### src/include/fsc_pkg.sv
/*
 File: constants of the host for the serial flash auxiliary commands.
 Assumes: one 250 MHz clock; the flash is reached only through its pins.
*/
// Notes on behaviour
// Id read 4Bh: address, dummy clocks, 16 id bytes.
// Id bytes repeat while selected and clocked.
// Id start byte is address 3..0; bits 8..4 zero.
// Table read 5Ah: address, dummy clocks, stop any time.
// Undefined table bytes carry no meaning.
// Quad reads keep quad framing; only opcode differs.
// Opcode 00h only cancels a reset arm.
// Soft reset: 66h in one frame, 99h in the next.
// Any other opcode cancels the arm.
// Reset pin honoured per pin configuration.
// Reset pin low at least 1 us.
// Reset pin overrides all inputs.
// No command within 100 us of a pin reset.
// Reset aborts a running program or erase.
// Row program refused during a write cycle.
// Row address 00h, then 00h, 10h, 20h or 30h.
// Function bits 7..4 lock rows read-only.
// Row erase 64h needs write enable; latch clears.
// Row erase starts on select rise after address.
// Row program 62h: address, 1 to 256 bytes.
// While programming only status read works.
// Over 256 bytes wraps in page; last 256 kept.
// Row read 68h: address, dummy, falling-edge data.
// Past a row end data is meaningless.
// Row read ignored during a write cycle.
package fsc_pkg;
   // =====================================================
   // Opcodes
   localparam logic [7:0] OP_UID      = 8'h4b;
   localparam logic [7:0] OP_PTABLE   = 8'h5a;
   localparam logic [7:0] OP_NOP      = 8'h00;
   localparam logic [7:0] OP_RST_ARM  = 8'h66;
   localparam logic [7:0] OP_RST_GO   = 8'h99;
   localparam logic [7:0] OP_WRITE_ENABLE_CMD     = 8'h06;
   localparam logic [7:0] OP_READ_STATUS_CMD     = 8'h05;
   localparam logic [7:0] OP_ROW_ER   = 8'h64;
   localparam logic [7:0] OP_ROW_PG   = 8'h62;
   localparam logic [7:0] OP_ROW_RD   = 8'h68;
   // =====================================================
   // Software register map (word addresses)
   localparam logic [3:0] A_CTRL      = 4'h0;
   localparam logic [3:0] A_ADDR      = 4'h1;
   localparam logic [3:0] A_WDATA     = 4'h2;
   localparam logic [3:0] A_RDATA     = 4'h3;
   localparam logic [3:0] A_STAT      = 4'h4;
   localparam logic [3:0] A_COUNT     = 4'h5;
   localparam logic [3:0] A_DUMMY     = 4'h6;
   // Control fields
   localparam int CTRL_GO      = 0;
   localparam int CTRL_KIND_LO = 1;
   localparam int CTRL_QUAD    = 5;
   localparam int CTRL_HWRST   = 6;
   // Command kinds
   localparam logic [3:0] K_UID    = 4'h0;
   localparam logic [3:0] K_PTABLE = 4'h1;
   localparam logic [3:0] K_NOP    = 4'h2;
   localparam logic [3:0] K_ARM    = 4'h3;
   localparam logic [3:0] K_RST    = 4'h4;
   localparam logic [3:0] K_WRITE_ENABLE_CMD   = 4'h5;
   localparam logic [3:0] K_READ_STATUS_CMD   = 4'h6;
   localparam logic [3:0] K_ROW_ER = 4'h7;
   localparam logic [3:0] K_ROW_PG = 4'h8;
   localparam logic [3:0] K_ROW_RD = 4'h9;
   // Status fields
   localparam int ST_BUSY   = 0;
   localparam int ST_RVALID = 1;
   localparam int ST_WFULL  = 2;
   localparam int ST_HOLD   = 3;
   // =====================================================
   // Timing
   localparam int    CLK_MHZ         = 250;
   localparam int    T_RESET_NS      = 1000;
   localparam int    T_HWRST_NS      = 100000;
   localparam int    RESET_CYC       = (T_RESET_NS * CLK_MHZ + 999) / 1000;
   localparam int    HWRST_CYC       = (T_HWRST_NS * CLK_MHZ + 999) / 1000;
   localparam int    SCK_HALF_DIV    = 20;
   localparam logic [7:0] DUMMY_RST  = 8'h08;
   localparam int    PAGE_BYTES      = 256;
endpackage

### src/include/fsc_sh_if.sv
/*
 File: link between the sequencer and its serial shifter.
 Assumes: both ends on mclk.
*/
`timescale 1ns/1ps
interface fsc_sh_if;
   logic       start;
   logic       quad;
   logic       rx;
   logic [7:0] tx_byte;
   logic [7:0] rx_byte;
   logic       done;
   modport seq (output start, quad, rx, tx_byte, input rx_byte, done);
   modport sh  (input start, quad, rx, tx_byte, output rx_byte, done);
endinterface

### src/verilog/fsc_tick.sv
/*
 File: divider making one-cycle half-period enable pulses for the serial clock.
 Assumes: free-running mclk; en gates the count.
*/
`timescale 1ns/1ps
module fsc_tick #(
   parameter int DIV = fsc_pkg::SCK_HALF_DIV
) (
   // clock and reset
   input  wire logic mclk,
   input  wire logic rst,
   // control
   input  wire logic en,
   output logic      tick
);
   typedef struct packed {
      logic [7:0] cnt;
      logic       tick;
   } fsc_tick_s;
   fsc_tick_s st_reg, st_next;

   always_comb begin
      st_next      = st_reg;
      st_next.tick = 1'b0;
      if (!en) begin
         st_next.cnt = '0;
      end else if (st_reg.cnt == 8'(DIV - 1)) begin
         st_next.cnt  = '0;
         st_next.tick = 1'b1;
      end else begin
         st_next.cnt = st_reg.cnt + 8'h01;
      end
   end

   always_ff @(posedge mclk or posedge rst) begin
      if (rst) begin
         st_reg <= '0;
      end else begin
         st_reg <= st_next;
      end
   end

   assign tick = st_reg.tick;
endmodule

### src/verilog/fsc_shift.sv
/*
 File: byte shifter for single-line or quad-line flash framing, mode 0.
 Assumes: tick is a half-period enable; the sequencer keeps select low around bytes.
 Output changes after a falling edge; input sampled at the rising edge.
*/
`timescale 1ns/1ps
module fsc_shift (
   // clock and reset
   input  wire logic mclk,
   input  wire logic rst,
   // pacing
   input  wire logic tick,
   // sequencer side
   fsc_sh_if.sh      sh,
   // pins (data already synchronised)
   input  wire logic [3:0] io_in_sync,
   output logic            sck,
   output logic [3:0]      io_out,
   output logic [3:0]      io_oe
);
   typedef struct packed {
      logic       busy;
      logic       sck;
      logic [7:0] sr;
      logic [3:0] edges;
      logic [3:0] out;
      logic [3:0] oe;
      logic       quad;
      logic       rx;
      logic       done;
   } fsc_shift_s;
   fsc_shift_s st_reg, st_next;

   always_comb begin
      st_next      = st_reg;
      st_next.done = 1'b0;
      if (!st_reg.busy) begin
         if (sh.start) begin
            st_next.busy  = 1'b1;
            st_next.quad  = sh.quad;
            st_next.rx    = sh.rx;
            st_next.sr    = sh.tx_byte;
            st_next.edges = sh.quad ? 4'd2 : 4'd8;
            if (sh.rx) begin
               st_next.oe = 4'h0;
            end else if (sh.quad) begin
               st_next.oe  = 4'hf;
               st_next.out = sh.tx_byte[7:4];
            end else begin
               st_next.oe  = 4'h1;
               st_next.out = {3'b000, sh.tx_byte[7]};
            end
         end
      end else if (tick) begin
         st_next.sck = ~st_reg.sck;
         if (!st_reg.sck) begin
            // Rising edge: sample input lines
            if (st_reg.quad) begin
               st_next.sr = {st_reg.sr[3:0], io_in_sync};
            end else begin
               st_next.sr = {st_reg.sr[6:0], io_in_sync[1]};
            end
            st_next.edges = st_reg.edges - 4'd1;
         end else if (st_reg.edges == 4'd0) begin
            st_next.busy = 1'b0;
            st_next.done = 1'b1;
            st_next.oe   = 4'h0;
         end else if (!st_reg.rx) begin
            st_next.out = st_reg.quad ? st_reg.sr[7:4] : {3'b000, st_reg.sr[7]};
         end
      end
   end

   always_ff @(posedge mclk or posedge rst) begin
      if (rst) begin
         st_reg <= '0;
      end else begin
         st_reg <= st_next;
      end
   end

   assign sck        = st_reg.sck;
   assign io_out     = st_reg.out;
   assign io_oe      = st_reg.oe;
   assign sh.rx_byte = st_reg.sr;
   assign sh.done    = st_reg.done;
endmodule

### src/verilog/fsc_host.sv
/*
 File: host controller that issues the auxiliary flash commands from a software register port.
 Assumes: the flash answers per its framing; data pins come from another domain and are
 synchronised here. Software starts one command at a time and polls the busy bit.
*/
`timescale 1ns/1ps
module fsc_host #(
   parameter int HWRST_WAIT = fsc_pkg::HWRST_CYC,
   parameter int RESET_LOW  = fsc_pkg::RESET_CYC
) (
   // clock and reset
   input  wire logic        mclk,
   input  wire logic        rst,
   // software register port
   input  wire logic [3:0]  reg_addr,
   input  wire logic [31:0] reg_wdata,
   input  wire logic        reg_wr,
   input  wire logic        reg_rd,
   output logic [31:0]      reg_rdata,
   // flash pins
   output logic             ce_n,
   output logic             sck,
   output logic             reset_n,
   input  wire logic [3:0]  io_in,
   output logic [3:0]       io_out,
   output logic [3:0]       io_oe
);
   typedef enum logic [3:0] {
      S_IDLE, S_OPC, S_ADDR, S_DUMMY, S_WDATA, S_RDATA, S_END, S_RSTLOW, S_RSTWAIT
   } fsc_state_e;

   typedef struct packed {
      fsc_state_e  state;
      logic [3:0]  kind;
      logic        quad;
      logic [23:0] addr;
      logic [7:0]  wbuf;
      logic        wfull;
      logic [7:0]  rbuf;
      logic        rvalid;
      logic [8:0]  count;
      logic [8:0]  left;
      logic [1:0]  abyte;
      logic [7:0]  dummy;
      logic [7:0]  dleft;
      logic        hold;
      logic        started;
      logic [16:0] wait_cnt;
      logic        ce_n;
      logic        reset_n;
      logic [31:0] rdata;
      logic [3:0]  io_s1;
      logic [3:0]  io_s2;
   } fsc_host_s;
   fsc_host_s st_reg, st_next;


   fsc_sh_if sh_bus();
   logic tick;
   logic [3:0] sh_out, sh_oe;
   logic sh_sck;

   // =====================================================
   // Helpers
   function automatic logic [7:0] kind_op(input logic [3:0] k);
      unique case (k)
         fsc_pkg::K_UID:    kind_op = fsc_pkg::OP_UID;
         fsc_pkg::K_PTABLE: kind_op = fsc_pkg::OP_PTABLE;
         fsc_pkg::K_NOP:    kind_op = fsc_pkg::OP_NOP;
         fsc_pkg::K_ARM:    kind_op = fsc_pkg::OP_RST_ARM;
         fsc_pkg::K_RST:    kind_op = fsc_pkg::OP_RST_GO;
         fsc_pkg::K_WRITE_ENABLE_CMD:   kind_op = fsc_pkg::OP_WRITE_ENABLE_CMD;
         fsc_pkg::K_READ_STATUS_CMD:   kind_op = fsc_pkg::OP_READ_STATUS_CMD;
         fsc_pkg::K_ROW_ER: kind_op = fsc_pkg::OP_ROW_ER;
         fsc_pkg::K_ROW_PG: kind_op = fsc_pkg::OP_ROW_PG;
         fsc_pkg::K_ROW_RD: kind_op = fsc_pkg::OP_ROW_RD;
         default:           kind_op = fsc_pkg::OP_NOP;
      endcase
   endfunction

   function automatic logic has_addr(input logic [3:0] k);
      has_addr = (k == fsc_pkg::K_UID) || (k == fsc_pkg::K_PTABLE) || (k == fsc_pkg::K_ROW_ER)
              || (k == fsc_pkg::K_ROW_PG) || (k == fsc_pkg::K_ROW_RD);
   endfunction

   function automatic logic is_read(input logic [3:0] k);
      is_read = (k == fsc_pkg::K_UID) || (k == fsc_pkg::K_PTABLE) || (k == fsc_pkg::K_ROW_RD);
   endfunction

   // Row address as the flash expects it: top byte 00h, middle byte row*10h
   function automatic logic [23:0] row_addr(input logic [23:0] a);
      row_addr = {8'h00, 2'b00, a[13:12], 4'h0, a[7:0]};
   endfunction

   // =====================================================
   // Sequencer
   always_comb begin
      st_next            = st_reg;

      st_next.io_s1      = io_in;
      st_next.io_s2      = st_reg.io_s1;
      st_next.rdata      = 32'h0000_0000;
      sh_bus.start       = 1'b0;
      sh_bus.rx          = 1'b0;
      sh_bus.quad        = st_reg.quad;
      sh_bus.tx_byte     = 8'h00;

      if (reg_rd) begin
         unique case (reg_addr)
            fsc_pkg::A_CTRL:  st_next.rdata = {25'h0, st_reg.quad, 1'b0, st_reg.kind, 1'b0};
            fsc_pkg::A_ADDR:  st_next.rdata = {8'h00, st_reg.addr};
            fsc_pkg::A_RDATA: begin
               st_next.rdata  = {24'h0, st_reg.rbuf};
               st_next.rvalid = 1'b0;
            end
            fsc_pkg::A_STAT:  st_next.rdata = {28'h0, st_reg.hold, st_reg.wfull, st_reg.rvalid,
                                               st_reg.state != S_IDLE};
            fsc_pkg::A_COUNT: st_next.rdata = {23'h0, st_reg.count};
            fsc_pkg::A_DUMMY: st_next.rdata = {24'h0, st_reg.dummy};
            default:          st_next.rdata = 32'h0000_0000;
         endcase
      end

      if (reg_wr) begin
         unique case (reg_addr)
            fsc_pkg::A_ADDR:  st_next.addr = reg_wdata[23:0];
            fsc_pkg::A_WDATA: begin
               st_next.wbuf  = reg_wdata[7:0];
               st_next.wfull = 1'b1;
            end
            fsc_pkg::A_COUNT: st_next.count = reg_wdata[8:0];
            fsc_pkg::A_DUMMY: st_next.dummy = reg_wdata[7:0];
            fsc_pkg::A_CTRL: begin
               if (st_reg.state == S_IDLE) begin
                  st_next.quad = reg_wdata[fsc_pkg::CTRL_QUAD];
                  if (reg_wdata[fsc_pkg::CTRL_HWRST]) begin
                     st_next.state   = S_RSTLOW;
                     st_next.reset_n = 1'b0;
                     st_next.ce_n    = 1'b1;
                     st_next.wait_cnt = 17'(RESET_LOW);
                  end else if (reg_wdata[fsc_pkg::CTRL_GO] && !st_reg.hold) begin
                     st_next.kind    = reg_wdata[fsc_pkg::CTRL_KIND_LO +: 4];
                     st_next.state   = S_OPC;
                     st_next.ce_n    = 1'b0;
                     st_next.started = 1'b0;
                  end
               end
            end
            default: ;
         endcase
      end


      unique case (st_reg.state)

         S_IDLE: ;

         S_OPC: begin
            if (!st_reg.started) begin
               sh_bus.start    = 1'b1;
               sh_bus.tx_byte  = kind_op(st_reg.kind);
               st_next.started = 1'b1;
            end else if (sh_bus.done) begin
               st_next.started = 1'b0;
               st_next.abyte   = 2'd0;
               st_next.dleft   = st_reg.dummy;

               st_next.left    = (st_reg.count == 9'd0) ? 9'd1 : st_reg.count;
               if (st_reg.kind == fsc_pkg::K_ROW_PG && st_reg.count > 9'(fsc_pkg::PAGE_BYTES)) begin
                  st_next.left = 9'(fsc_pkg::PAGE_BYTES);
               end
               if (st_reg.kind == fsc_pkg::K_UID) begin
                  st_next.addr = {st_reg.addr[23:9], 5'b00000, st_reg.addr[3:0]};
               end else if (st_reg.kind == fsc_pkg::K_ROW_ER || st_reg.kind == fsc_pkg::K_ROW_PG
                            || st_reg.kind == fsc_pkg::K_ROW_RD) begin
                  st_next.addr = row_addr(st_reg.addr);
               end
               st_next.state = has_addr(st_reg.kind) ? S_ADDR
                             : (st_reg.kind == fsc_pkg::K_READ_STATUS_CMD) ? S_RDATA : S_END;
            end
         end

         S_ADDR: begin
            if (!st_reg.started) begin
               sh_bus.start    = 1'b1;
               sh_bus.tx_byte  = st_reg.addr[23:16];
               st_next.started = 1'b1;
            end else if (sh_bus.done) begin
               st_next.started = 1'b0;
               st_next.addr    = {st_reg.addr[15:0], st_reg.addr[23:16]};
               st_next.abyte   = st_reg.abyte + 2'd1;
               if (st_reg.abyte == 2'd2) begin
                  st_next.state = is_read(st_reg.kind) ? S_DUMMY
                                : (st_reg.kind == fsc_pkg::K_ROW_PG) ? S_WDATA : S_END;
               end
            end
         end

         S_DUMMY: begin
            // Dummy clocks counted as whole byte slots of the current line width
            if (st_reg.dleft == 8'd0) begin
               st_next.state = S_RDATA;
            end else if (!st_reg.started) begin
               sh_bus.start    = 1'b1;
               sh_bus.rx       = 1'b1;
               st_next.started = 1'b1;
            end else if (sh_bus.done) begin
               st_next.started = 1'b0;
               st_next.dleft   = (st_reg.dleft > (st_reg.quad ? 8'd2 : 8'd8))
                               ? st_reg.dleft - (st_reg.quad ? 8'd2 : 8'd8) : 8'd0;
            end
         end

         S_WDATA: begin
            if (!st_reg.started && st_reg.wfull) begin
               sh_bus.start    = 1'b1;
               sh_bus.tx_byte  = st_reg.wbuf;
               // A byte written in this very cycle keeps its flag: set beats clear
               st_next.wfull   = reg_wr && (reg_addr == fsc_pkg::A_WDATA);
               st_next.started = 1'b1;
            end else if (st_reg.started && sh_bus.done) begin
               st_next.started = 1'b0;
               st_next.left    = st_reg.left - 9'd1;
               if (st_reg.left == 9'd1) begin
                  st_next.state = S_END;
               end
            end
         end

         S_RDATA: begin
            // One byte per software fetch; stalls while the last byte is unread
            if (!st_reg.started && !st_reg.rvalid) begin
               sh_bus.start    = 1'b1;
               sh_bus.rx       = 1'b1;
               st_next.started = 1'b1;
            end else if (st_reg.started && sh_bus.done) begin
               st_next.started = 1'b0;
               st_next.rbuf    = sh_bus.rx_byte;
               st_next.rvalid  = 1'b1;
               st_next.left    = st_reg.left - 9'd1;
               if (st_reg.left == 9'd1) begin
                  st_next.state = S_END;
               end
            end
         end

         S_END: begin
            st_next.ce_n  = 1'b1;
            st_next.state = S_IDLE;
         end

         S_RSTLOW: begin
            if (st_reg.wait_cnt <= 17'd1) begin
               st_next.reset_n  = 1'b1;
               st_next.wait_cnt = 17'(HWRST_WAIT);
               st_next.state    = S_RSTWAIT;
            end else begin
               st_next.wait_cnt = st_reg.wait_cnt - 17'd1;
            end
         end

         S_RSTWAIT: begin
            if (st_reg.wait_cnt <= 17'd1) begin
               st_next.state = S_IDLE;
            end else begin
               st_next.wait_cnt = st_reg.wait_cnt - 17'd1;
            end
         end

         default: st_next.state = S_IDLE;
      endcase

      st_next.hold = (st_next.state == S_RSTLOW) || (st_next.state == S_RSTWAIT);
   end

   always_ff @(posedge mclk or posedge rst) begin
      if (rst) begin
         st_reg         <= '0;
         st_reg.state   <= S_IDLE;
         st_reg.ce_n    <= 1'b1;
         st_reg.reset_n <= 1'b1;
         st_reg.dummy   <= fsc_pkg::DUMMY_RST;
      end else begin
         st_reg <= st_next;
      end
   end

   // =====================================================
   // Serial engine

   fsc_tick u_tick (
      .mclk (mclk),
      .rst  (rst),
      .en   (st_reg.state != S_IDLE),
      .tick (tick)
   );


   fsc_shift u_shift (
      .mclk       (mclk),
      .rst        (rst),
      .tick       (tick),
      .sh         (sh_bus.sh),
      .io_in_sync (st_reg.io_s2),
      .sck        (sh_sck),
      .io_out     (sh_out),
      .io_oe      (sh_oe)
   );


   assign reg_rdata = st_reg.rdata;
   assign ce_n      = st_reg.ce_n;
   assign reset_n   = st_reg.reset_n;
   assign sck       = sh_sck;
   assign io_out    = sh_out;
   assign io_oe     = sh_oe;
endmodule

### config.mk
export PLATFORM = sky130hd
export DESIGN_NAME = fsc_host
export DESIGN_NICKNAME = d
export VERILOG_FILES = /design/src/include/fsc_pkg.sv /design/src/include/fsc_sh_if.sv /design/src/verilog/fsc_tick.sv /design/src/verilog/fsc_shift.sv /design/src/verilog/fsc_host.sv
export SDC_FILE = /design/constraint.sdc
export NUM_CORES = 1
export LEC_CHECK = 0
export ABC_AREA = 1
export BUFFER_PORTS_ARGS = -buffer_cell sky130_fd_sc_hd__buf_4
export CELL_PAD_IN_SITES_DETAIL_PLACEMENT = 0
export CELL_PAD_IN_SITES_GLOBAL_PLACEMENT = 2
export CORE_AREA = 2 2 167 169
export CTS_CLUSTER_DIAMETER = 40
export DETAILED_ROUTE_END_ITERATION = 16
export DIE_AREA = 0 0 169 171
export GPL_TIMING_DRIVEN = 0
export PLACE_DENSITY = 0.77
export SKIP_LAST_GASP = 1
export SYNTH_ARGS = -nofsm -noshare
export SYNTH_HDL_FRONTEND = slang
export SYNTH_SLANG_ARGS = --single-unit
### constraint.sdc
create_clock -name mclk -period 13.4 [get_ports mclk]
set_clock_uncertainty 0.2 [all_clocks]
set_input_delay 0.67 -clock mclk [delete_from_list [all_inputs] [get_ports mclk]]
set_output_delay 0.67 -clock mclk [all_outputs]
set_load 0.1 [all_outputs]
==> impl_metrics.json, run 1 <==
{
  "status": "finished clean",
  "die_w_um": 169,
  "end_kind": "flop",
  "overflow": 0,
  "first_global_vias": 7941,
  "fin_nets": 1362,
  "placeableCoreArea_um2": 27300,
  "place_hpwl_um": 21700,
  "ys.flop_type": "dfrtp_1",
  "worstMarginPinSlew_ns": 0.580,
  "fin_util_pct": 40.4,
  "placed_area_um2": 10400,
  "slowest_stage": "dfrtp_1",
  "area_delta_synth_final_pct": 17.5,
  "grt_use_total_pct": 20.5,
  "num_vias": 8080,
  "cts_tree": "done",
  "fmax_ghz": 0.446,
  "cts_setup_buffers": 0,
  "setup_viol": 0,
  "clkLatencyLatePin_ns": 0.44,
  "gp_congestion": 0.857,
  "largest_reg_flops": 109,
  "grt_pass1_wl_um": 44800,
  "cpMostUsedCell": "nand2_1",
  "vdd_ir_drop_max_v": 0.0000600,
  "die_area_um2": 28900,
  "placedCellCount": 1634,
  "ctsResizeCount": 0,
  "synth_cells": 1210,
  "cp_cell_sequence": "nor2_2 > inv_1 > nor3_1 > nand2_1 > nand3_1 > nand2_1 > nand2_1 > nand2_1",
  "numCtsBuffers": 17,
  "start_util_pct": 34.4,
  "slew_headroom_pct": 61.1,
  "synth_area_um2": 9390,
  "layout-drive-gt1-share_pct": 18.0,
  "grt_max_degree": 104,
  "maxSlewViolCount": 0,
  "htreeDepth": 4,
  "fp.dieH_um": 171,
  "numPortBuffers": 70,
  "hold_class": "in -> async",
  "yosysMostFrequentCell": "nand2_1",
  "ant_nets": 0,
  "ff2ff_path_depth": 8,
  "drv_cap": 0,
  "setup-tns-final_ns": 0,
  "async_flop_share_pct": 100,
  "yosysTopAreaCell": "dfrtp_1",
  "drt_first_pass_iters": 4,
  "stdcell_area_um2": 11000,
  "clkSlewWorstSetupHoldPaths_ns": 0.08,
  "root_buffer": "clkbuf_16",
  "leakagePower_uw": 0.00545,
  "wl_per_cell_um": 17.2,
  "fin_crit_sh_pct": 16.7,
  "cts_buffer_depth": 2,
  "routed_wl_um": 28600,
  "viasPerCell": 4.85,
  "io_pins": 87,
  "slowest_delay_ns": 0.47,
  "r2r_slack_ns": 11.16,
  "rsz0062_at_grt": "false",
  "fin_crit_ns": 2.24,
  "crit_type": "reg -> reg",
  "drt_iter0_drc": 420,
  "critPathMaxFanout": 8,
  "r2r-end": "st_reg[86]",
  "holdWs_ns": 0.0502,
  "ys_warn_count": 0,
  "synth_seq_cells": 172,
  "cts_hold_buf": 0,
  "ys_seq_area_share_pct": 45.9,
  "synth_edf_count": 0,
  "layout.cells.non_filler": 1666,
  "drcViolationCount": 0,
  "r2r_start": "st_reg[141]",
  "synth.area.top_cells": "dfrtp_1 (45%), nand2_1 (12%), nand3_1 (6.1%), nor2_1 (4.9%), o21ai_0 (4.7%)",
  "hold_viol": 0,
  "worstPathArrival_ns": 2.37,
  "num_antenna_cells": 0,
  "critPathLaunchType": "flop",
  "yosys-top-cells-count": "nand2_1 (300), dfrtp_1 (169), nor2_1 (122)",
  "synth.avg_cell_area_um2": 7.76,
  "row_count": 61,
  "antenna_found_initial": 0,
  "cellPowerDensity_nw_per_um2": 114,
  "yosysTopAreaCellShare_pct": 45.0,
  "crit_required_ns": 13.53,
  "ys_types": 49,
  "clock_sinks": 172
}
-- final cells by class --
| type | instances | area, µm² |
|---|---|---|
| buffer | 69 | 464 |
| clock buffer | 19 | 443 |
| clock inverter | 13 | 180 |
| fill | 2889 | 16300 |
| inverter | 133 | 509 |
| multi-input combinational | 843 | 4140 |
| sequential | 172 | 4310 |
| tap | 346 | 433 |
| timing repair buffer | 71 | 553 |
-- placed cells by master, fill, tap and decap left out, types with 15 or more instances in the layout --
cell type and count:
inv_1 117, dfrtp_1 169, a21oi_1 33, nand2_2 24
clkbuf_16 17, buf_4 112, xor2_1 17, nand3_1 114
nor2_1 122, nor3_1 15, nand2_1 300, o21ai_0 89
-- critical path: cells and delay by family (launching register included) --
family	cells	cell delay (ns)
AND/OR/NAND/NOR	7	1.35
flip-flops	1	0.47
buffers and inverters	1	0.13
-- worst max path at each step --
stage / startpoint / end / slack [ns] / cells past startpoint
after detailed placement: reg_addr[3] / st_reg[54] / 10.79 / 10
final: st_reg[141] / st_reg[86] / 11.16 / 8
after global placement: rst / st_next[0] / 5.44 / 2
after global routing: st_reg[47] / st_reg[50] / 10.95 / 8
after CTS: st_reg[141] / st_reg[86] / 11.15 / 8
after floorplan: rst / reg_rdata[0] / 7.87 / 1
-- routing by layer --
layer / vias up / share of wire (%) / GRT usage, %
met5: - / 0 / 0
met4: 0 / 1.5 / 5.50
met3: 25 / 3.2 / 2.61
met2: 121 / 46 / 33.4
met1: 3856 / 49 / 28.8
li1: 4078 / - / -
-- metrics by stage --
stage | setup slack (ns) | power [µW]
after CTS | 11.15 | 1270
final | 11.16 | 1250
after detailed placement | 10.79 | 723
after floorplan | 7.87 | 672
after global placement | 5.44 | 720
after global routing | 10.95 | 1300
-- cells by family after synthesis --
kind of cell	Yosys count	synth area share, %
buffers and inverters	202	10.3
AND/OR/NAND/NOR	630	30.2
adder cells (fa/ha/maj)	11	1.47
flip-flops	172	45.9
other	1	0.0399
XOR/XNOR	20	1.87
AO/OA/AOI/OAI	174	10.3
-- report_power, final --
group	leakage [µW]	internal (µW)	switching (µW)
Clock	0.000299	305	236
Sequential	0.00217	555	37.9
Combinational	0.00298	40.0	79.1
Total	0.00545	900	353
Power figures use the tool's default switching activity.
==> inputs of run 2 (changes only) <==
clock period = 2.18 ns   (was 13.4 ns; I/O delays follow)
==> run 2 against run 1 <==
  * Final cell count grew 2.6%
  * Wire length increased by 2.5%
  * Critical path depth down 1
  * First-iteration DRC count fell by 2.6%
  * Die area unchanged
  * Global-route usage rose by 0.67 points
  * Count of clock-buffer cells in the layout did not move
  * Sequential share of layout area is 1.6 points lower
  * Worst setup slack lost 11 ns
  * Flip-flop and latch count unchanged
  * Total power grew to 6.1 times the previous value
  * Via count up 2.6%
==> impl_metrics.json, run 2 (synthesis results as in run 1) <==
{
  "status": "finished clean",
  "min_to": "st_next[3]",
  "gp_congestion": 0.841,
  "setup_viol": 0,
  "largest_reg_flops": 109,
  "busiest_layer": "met2",
  "worstHoldStart": "io_in[3]",
  "cp_cell_sequence": "inv_2 > nand2_2 > nor2_4 > o21ai_1 > buf_4 > nor2_1 > a22oi_1",
  "hold_class": "in -> reg",
  "use_met2_pct": 33.7,
  "crit_required_ns": 2.33,
  "wl_per_cell_um": 17.1,
  "cp_top_family": "compound AO/OA/AOI/OAI gates",
  "hold_viol": 0,
  "htreeDepth": 4,
  "grt_use_total_pct": 21.2,
  "holdPathStages": 2,
  "row_count": 61,
  "numCtsBuffers": 17,
  "holdWs_ns": 0.113,
  "die_w_um": 169,
  "cts_buffer_depth": 2,
  "drcViolationCount": 0,
  "stdcell_area_um2": 11500,
  "fin_crit_ns": 2.08,
  "num-fill-cells": 2867,
  "r2r_start": "st_reg[147]",
  "routed_wl_um": 29300,
  "ff2ff_path_depth": 7,
  "p_int_uw": 5430,
  "drt_first_pass_iters": 5,
  "overflow": 0,
  "viasPerCell": 4.85,
  "fmax_ghz": 0.480,
  "crit_type": "reg -> reg",
  "fp.dieH_um": 171,
  "slowest_delay_ns": 0.51,
  "start_util_pct": 34.4,
  "layout-drive-gt1-share_pct": 19.1,
  "worstPathArrival_ns": 2.24,
  "use_met3_pct": 3.01,
  "r2r_slack_ns": 0.1,
  "fin_crit_sh_pct": 95.6,
  "placeableCoreArea_um2": 27300,
  "root_buffer": "clkbuf_16",
  "critPathLaunchType": "flop",
  "numPortBuffers": 70,
  "power_frac_clock_pct": 41.6,
  "grt_max_degree": 40,
  "ant_nets": 0,
  "mostFrequentLayoutCells": "nand2_1 (296), dfrtp_1 (167), inv_1 (116), nor2_1 (116), buf_4 (115)",
  "grt_pass1_wl_um": 46600,
  "io_pins": 87,
  "power.switching_uw": 2180,
  "maxSlewViolCount": 0,
  "comb_power_share_pct": 10.5,
  "worstMarginPinSlew_ns": 0.865,
  "area_delta_synth_final_pct": 22.7,
  "r2r-end": "st_reg[83]",
  "slew_headroom_pct": 42.2,
  "rsz0062_at_grt": "true",
  "mostFrequentLayoutCell": "nand2_1",
  "layout.area.seq_um2": 4310,
  "die_area_um2": 28900,
  "multiInputGateArea_um2": 4200,
  "clkLatencyLatePin_ns": 0.43,
  "fin_nets": 1406,
  "num_antenna_cells": 0,
  "end_kind": "flop",
  "clkSlewWorstSetupHoldPaths_ns": 0.07,
  "placed_area_um2": 10500,
  "drv_cap": 0,
  "gr-usage-met1_pct": 30.2,
  "critPathMaxFanout": 10,
  "num_vias": 8293,
  "cellPowerDensity_nw_per_um2": 660,
  "pwr-share-seq_pct": 47.9,
  "vdd_ir_drop_max_v": 0.000472,
  "slowest_stage": "o21ai_1",
  "swShare_pct": 28.6,
  "place_hpwl_um": 22000,
  "clock_sinks": 172,
  "path_buf_inv": 2,
  "leakagePower_uw": 0.00564,
  "first_global_vias": 8181,
  "cts_tree": "done",
  "drt_iter0_drc": 409,
  "antenna_found_initial": 0
}
-- run 2: cell types whose count changed in the layout (fill, tap and decap cells not counted), moves of 3 or more --
| cell | delta |
|---|---|
| nor2_1 | -6 |
| buf_4 | +3 |
| nand2_1 | -4 |
| buf_12 | +5 |
| nor2_4 | +4 |
| dlygate4sd3_1 | +38 |
| nand2_2 | +4 |
-- run 2: power by group through the flow --
stage	Combinational (µW)	Clock, µW	Sequential [µW]
after detailed placement	755	0	3700
after global placement	725	0	3700
after floorplan	533	0	3600
after CTS	808	3240	3640
final	799	3170	3640
after global routing	890	3360	3670
-- run 2: worst max path at each step --
stage | from | to | slack (ns) | cells past startpoint
after CTS | u_shift.sh.done | st_reg[128] | 0.02 | 10
final | st_reg[147] | st_reg[83] | 0.1 | 7
after global routing | st_reg[147] | st_reg[83] | -0.03 | 7
after floorplan | rst | reg_rdata[0] | -0.32 | 1
after global placement | rst | st_next[0] | -1.66 | 2
after detailed placement | st_reg[141] | st_reg[85] | -0.03 | 8
-- run 2: layout make-up --
class                      count  share of cell area, %
sequential                   172                   37.4
multi-input combinational    843                   36.4
timing repair buffer         115                   8.86
inverter                     133                   4.39
buffer                        69                   4.07
clock buffer                  19                   3.76
tap                          346                   3.76
clock inverter                13                   1.34
-- run 2: per-layer routing --
layer  share of wire [%]  vias to the layer above
met5                   0                        -
met4                 1.8                        0
met3                 2.8                       32
met2                  46                      136
met1                  50                     3958
li1                    -                     4167
-- run 2: metrics by stage --
step	total power (µW)	instances	utilization (%)	setup TNS, ns	setup WS [ns]
3_5_place_dp	4460	1637	38.3	-0.0629	-0.0339
6_report	7610	1710	42.2	0	0.0955
3_3_place_gp	4430	1633	38.0	-281.02	-1.66
5_1_grt	7920	1710	42.2	-0.0796	-0.0285
2_1_floorplan	4130	1217	-	-54.63	-0.323
4_1_cts	7690	1707	41.8	0	0.0156
-- run 2: repair_timing --
item                                    in CTS  in global routing
hold buffers                                38                  0
resized for setup                            2                 25
endpoints found under the hold margin      109                  0
gates cloned                                 0                  0
endpoints found under the setup margin       3                 66
pin swaps                                    0                  1
buffers inserted                             0                  3
==> inputs of run 3 (changes only) <==
CORE_AREA = 2 2 180 182   (was 2 2 167 169)
DIE_AREA = 0 0 182 184   (was 0 0 169 171)
PLACE_DENSITY = 0.67   (was 0.77)
==> run 3 against run 2 <==
  * Register-to-register slack better by 0.02 ns
  * Worst setup slack better by 0.018 ns
  * Non-clock buffer count up 1
  * Highest routed layer unchanged
==> impl_metrics.json, run 3 (synthesis results as in run 1) <==
{
  "setup_viol": 0,
  "place_hpwl_um": 23300,
  "end_kind": "flop",
  "hold_viol": 0,
  "htreeDepth": 4,
  "placedCellCount": 1694,
  "grt_use_total_pct": 19.2,
  "area_delta_synth_final_pct": 23.8,
  "pre_cts_ws_ns": -0.0810,
  "status": "finished clean",
  "r2r_slack_ns": 0.11,
  "first_global_vias": 8237,
  "layout-drive-gt1-share_pct": 19.4,
  "mostFrequentLayoutCell": "nand2_1",
  "worstPathArrival_ns": 2.19,
  "worstMarginPinSlew_ns": 0.574,
  "fin_crit_sh_pct": 94.8,
  "num_antenna_cells": 0,
  "clkLatencyLatePin_ns": 0.45,
  "mostFrequentLayoutCells": "nand2_1 (295), dfrtp_1 (164), nor2_1 (116)",
  "fin_crit_ns": 2.07,
  "overflow": 0,
  "start_util_pct": 29.9,
  "comb_power_share_pct": 10.6,
  "vdd_ir_drop_max_v": 0.000502,
  "leakagePower_uw": 0.00564,
  "antenna_found_initial": 1,
  "placeableCoreArea_um2": 31400,
  "drv_cap": 0,
  "die_area_um2": 33500,
  "cts_tree": "done",
  "r2r_start": "st_reg[147]",
  "root_buffer": "clkbuf_16",
  "drt_first_pass_iters": 6,
  "crit_type": "reg -> reg",
  "fp.dieH_um": 184,
  "largest_reg_flops": 109,
  "numPortBuffers": 70,
  "gp_congestion": 0.833,
  "clkSlewWorstSetupHoldPaths_ns": 0.07,
  "numCtsBuffers": 17,
  "rsz0062_at_grt": "true",
  "swShare_pct": 27.4,
  "wl_per_cell_um": 17.4,
  "io_pins": 87,
  "r2r-end": "st_reg[137]",
  "hold_class": "in -> async",
  "pwr-share-seq_pct": 47.9,
  "fmax_ghz": 0.484,
  "p_int_uw": 5520,
  "row_count": 65,
  "setup-tns-final_ns": 0,
  "fin_nets": 1407,
  "ant_nets": 0,
  "layout.cells.non_filler": 1767,
  "viasPerCell": 4.68,
  "power_frac_clock_pct": 41.4,
  "drcViolationCount": 0,
  "ff2ff_path_depth": 11,
  "slew_headroom_pct": 61.7,
  "grt_pass1_wl_um": 48500,
  "cts_buffer_depth": 2,
  "clock_sinks": 172,
  "setup_slack_ns": 0.114,
  "critPathMaxFanout": 10,
  "crit_required_ns": 2.31,
  "grt_max_degree": 37,
  "power.switching_uw": 2080,
  "num_vias": 8276,
  "cellPowerDensity_nw_per_um2": 654,
  "routed_wl_um": 30700,
  "maxSlewViolCount": 0,
  "critPathLaunchType": "flop",
  "drt_iter0_drc": 469,
  "die_w_um": 182
}
-- run 3: routing by layer --
| layer | GRT usage, % | up-vias | share of wire, % |
|---|---|---|---|
| met1 | 26.8 | 3938 | 49 |
| met2 | 30.7 | 139 | 46 |
| li1 | - | 4165 | - |
| met4 | 6.03 | 0 | 1.9 |
| met5 | 0 | - | 0 |
| met3 | 2.87 | 34 | 2.8 |
-- run 3: cell type report --
class	count	area, µm²
fill	3354	19800
sequential	172	4310
multi-input combinational	843	4210
timing repair buffer	116	1040
inverter	133	509
tap	402	503
clock buffer	25	495
buffer	69	469
clock inverter	7	88.8
-- run 3: worst max path at each step --
stage                      startpoint           end  depth (start not counted)  slack (ns)
after floorplan                   rst  reg_rdata[0]                          1       -0.32
after global placement            rst    st_next[0]                          2       -1.82
after detailed placement  st_reg[141]    st_reg[85]                          8       -0.08
after CTS                 sh_bus.quad    st_reg[68]                          8       0.003
after global routing      reg_addr[3]    st_reg[93]                          8       -0.02
final                     st_reg[147]   st_reg[137]                         11        0.11
-- run 3: critical path: stages (launching register included) --
cell and delay [ns]:
dfrtp_2 0.45, nor2_4 0.22, nand2_4 0.14, nand2_2 0.12
nand2_2 0.08, inv_1 0.08, nand2_2 0.13, nand2_2 0.12
nand2_2 0.10, buf_6 0.18, nand2_2 0.07, nand3_2 0.05
-- run 3: power groups by stage --
stage	Sequential (µW)	Combinational, µW	Clock (µW)
final	3650	810	3150
after global routing	3670	903	3380
after CTS	3640	824	3250
after detailed placement	3700	768	0
after global placement	3710	741	0
after floorplan	3600	533	0
-- run 3: what timing repair did --
action                                  CTS  global route
pin swaps                                 0             2
gates cloned                              0             0
buffers inserted                          0             3
hold endpoints to repair                185             0
hold buffers                             38             0
endpoints found under the setup margin   11            65
gates resized for setup                   3            30
-- run 3: through the flow --
stage / utilization [%] / cell area (µm²) / total power [µW] / hold slack, ns
2_1_floorplan: - / 9420 / 4130 / -0.0596
3_3_place_gp: 33.3 / 10500 / 4450 / 0.0194
3_5_place_dp: 33.6 / 10600 / 4470 / 0.00110
4_1_cts: 36.7 / 11500 / 7720 / 0.0778
5_1_grt: 37.1 / 11600 / 7950 / 0.104
6_report: 37.1 / 11600 / 7600 / 0.0833
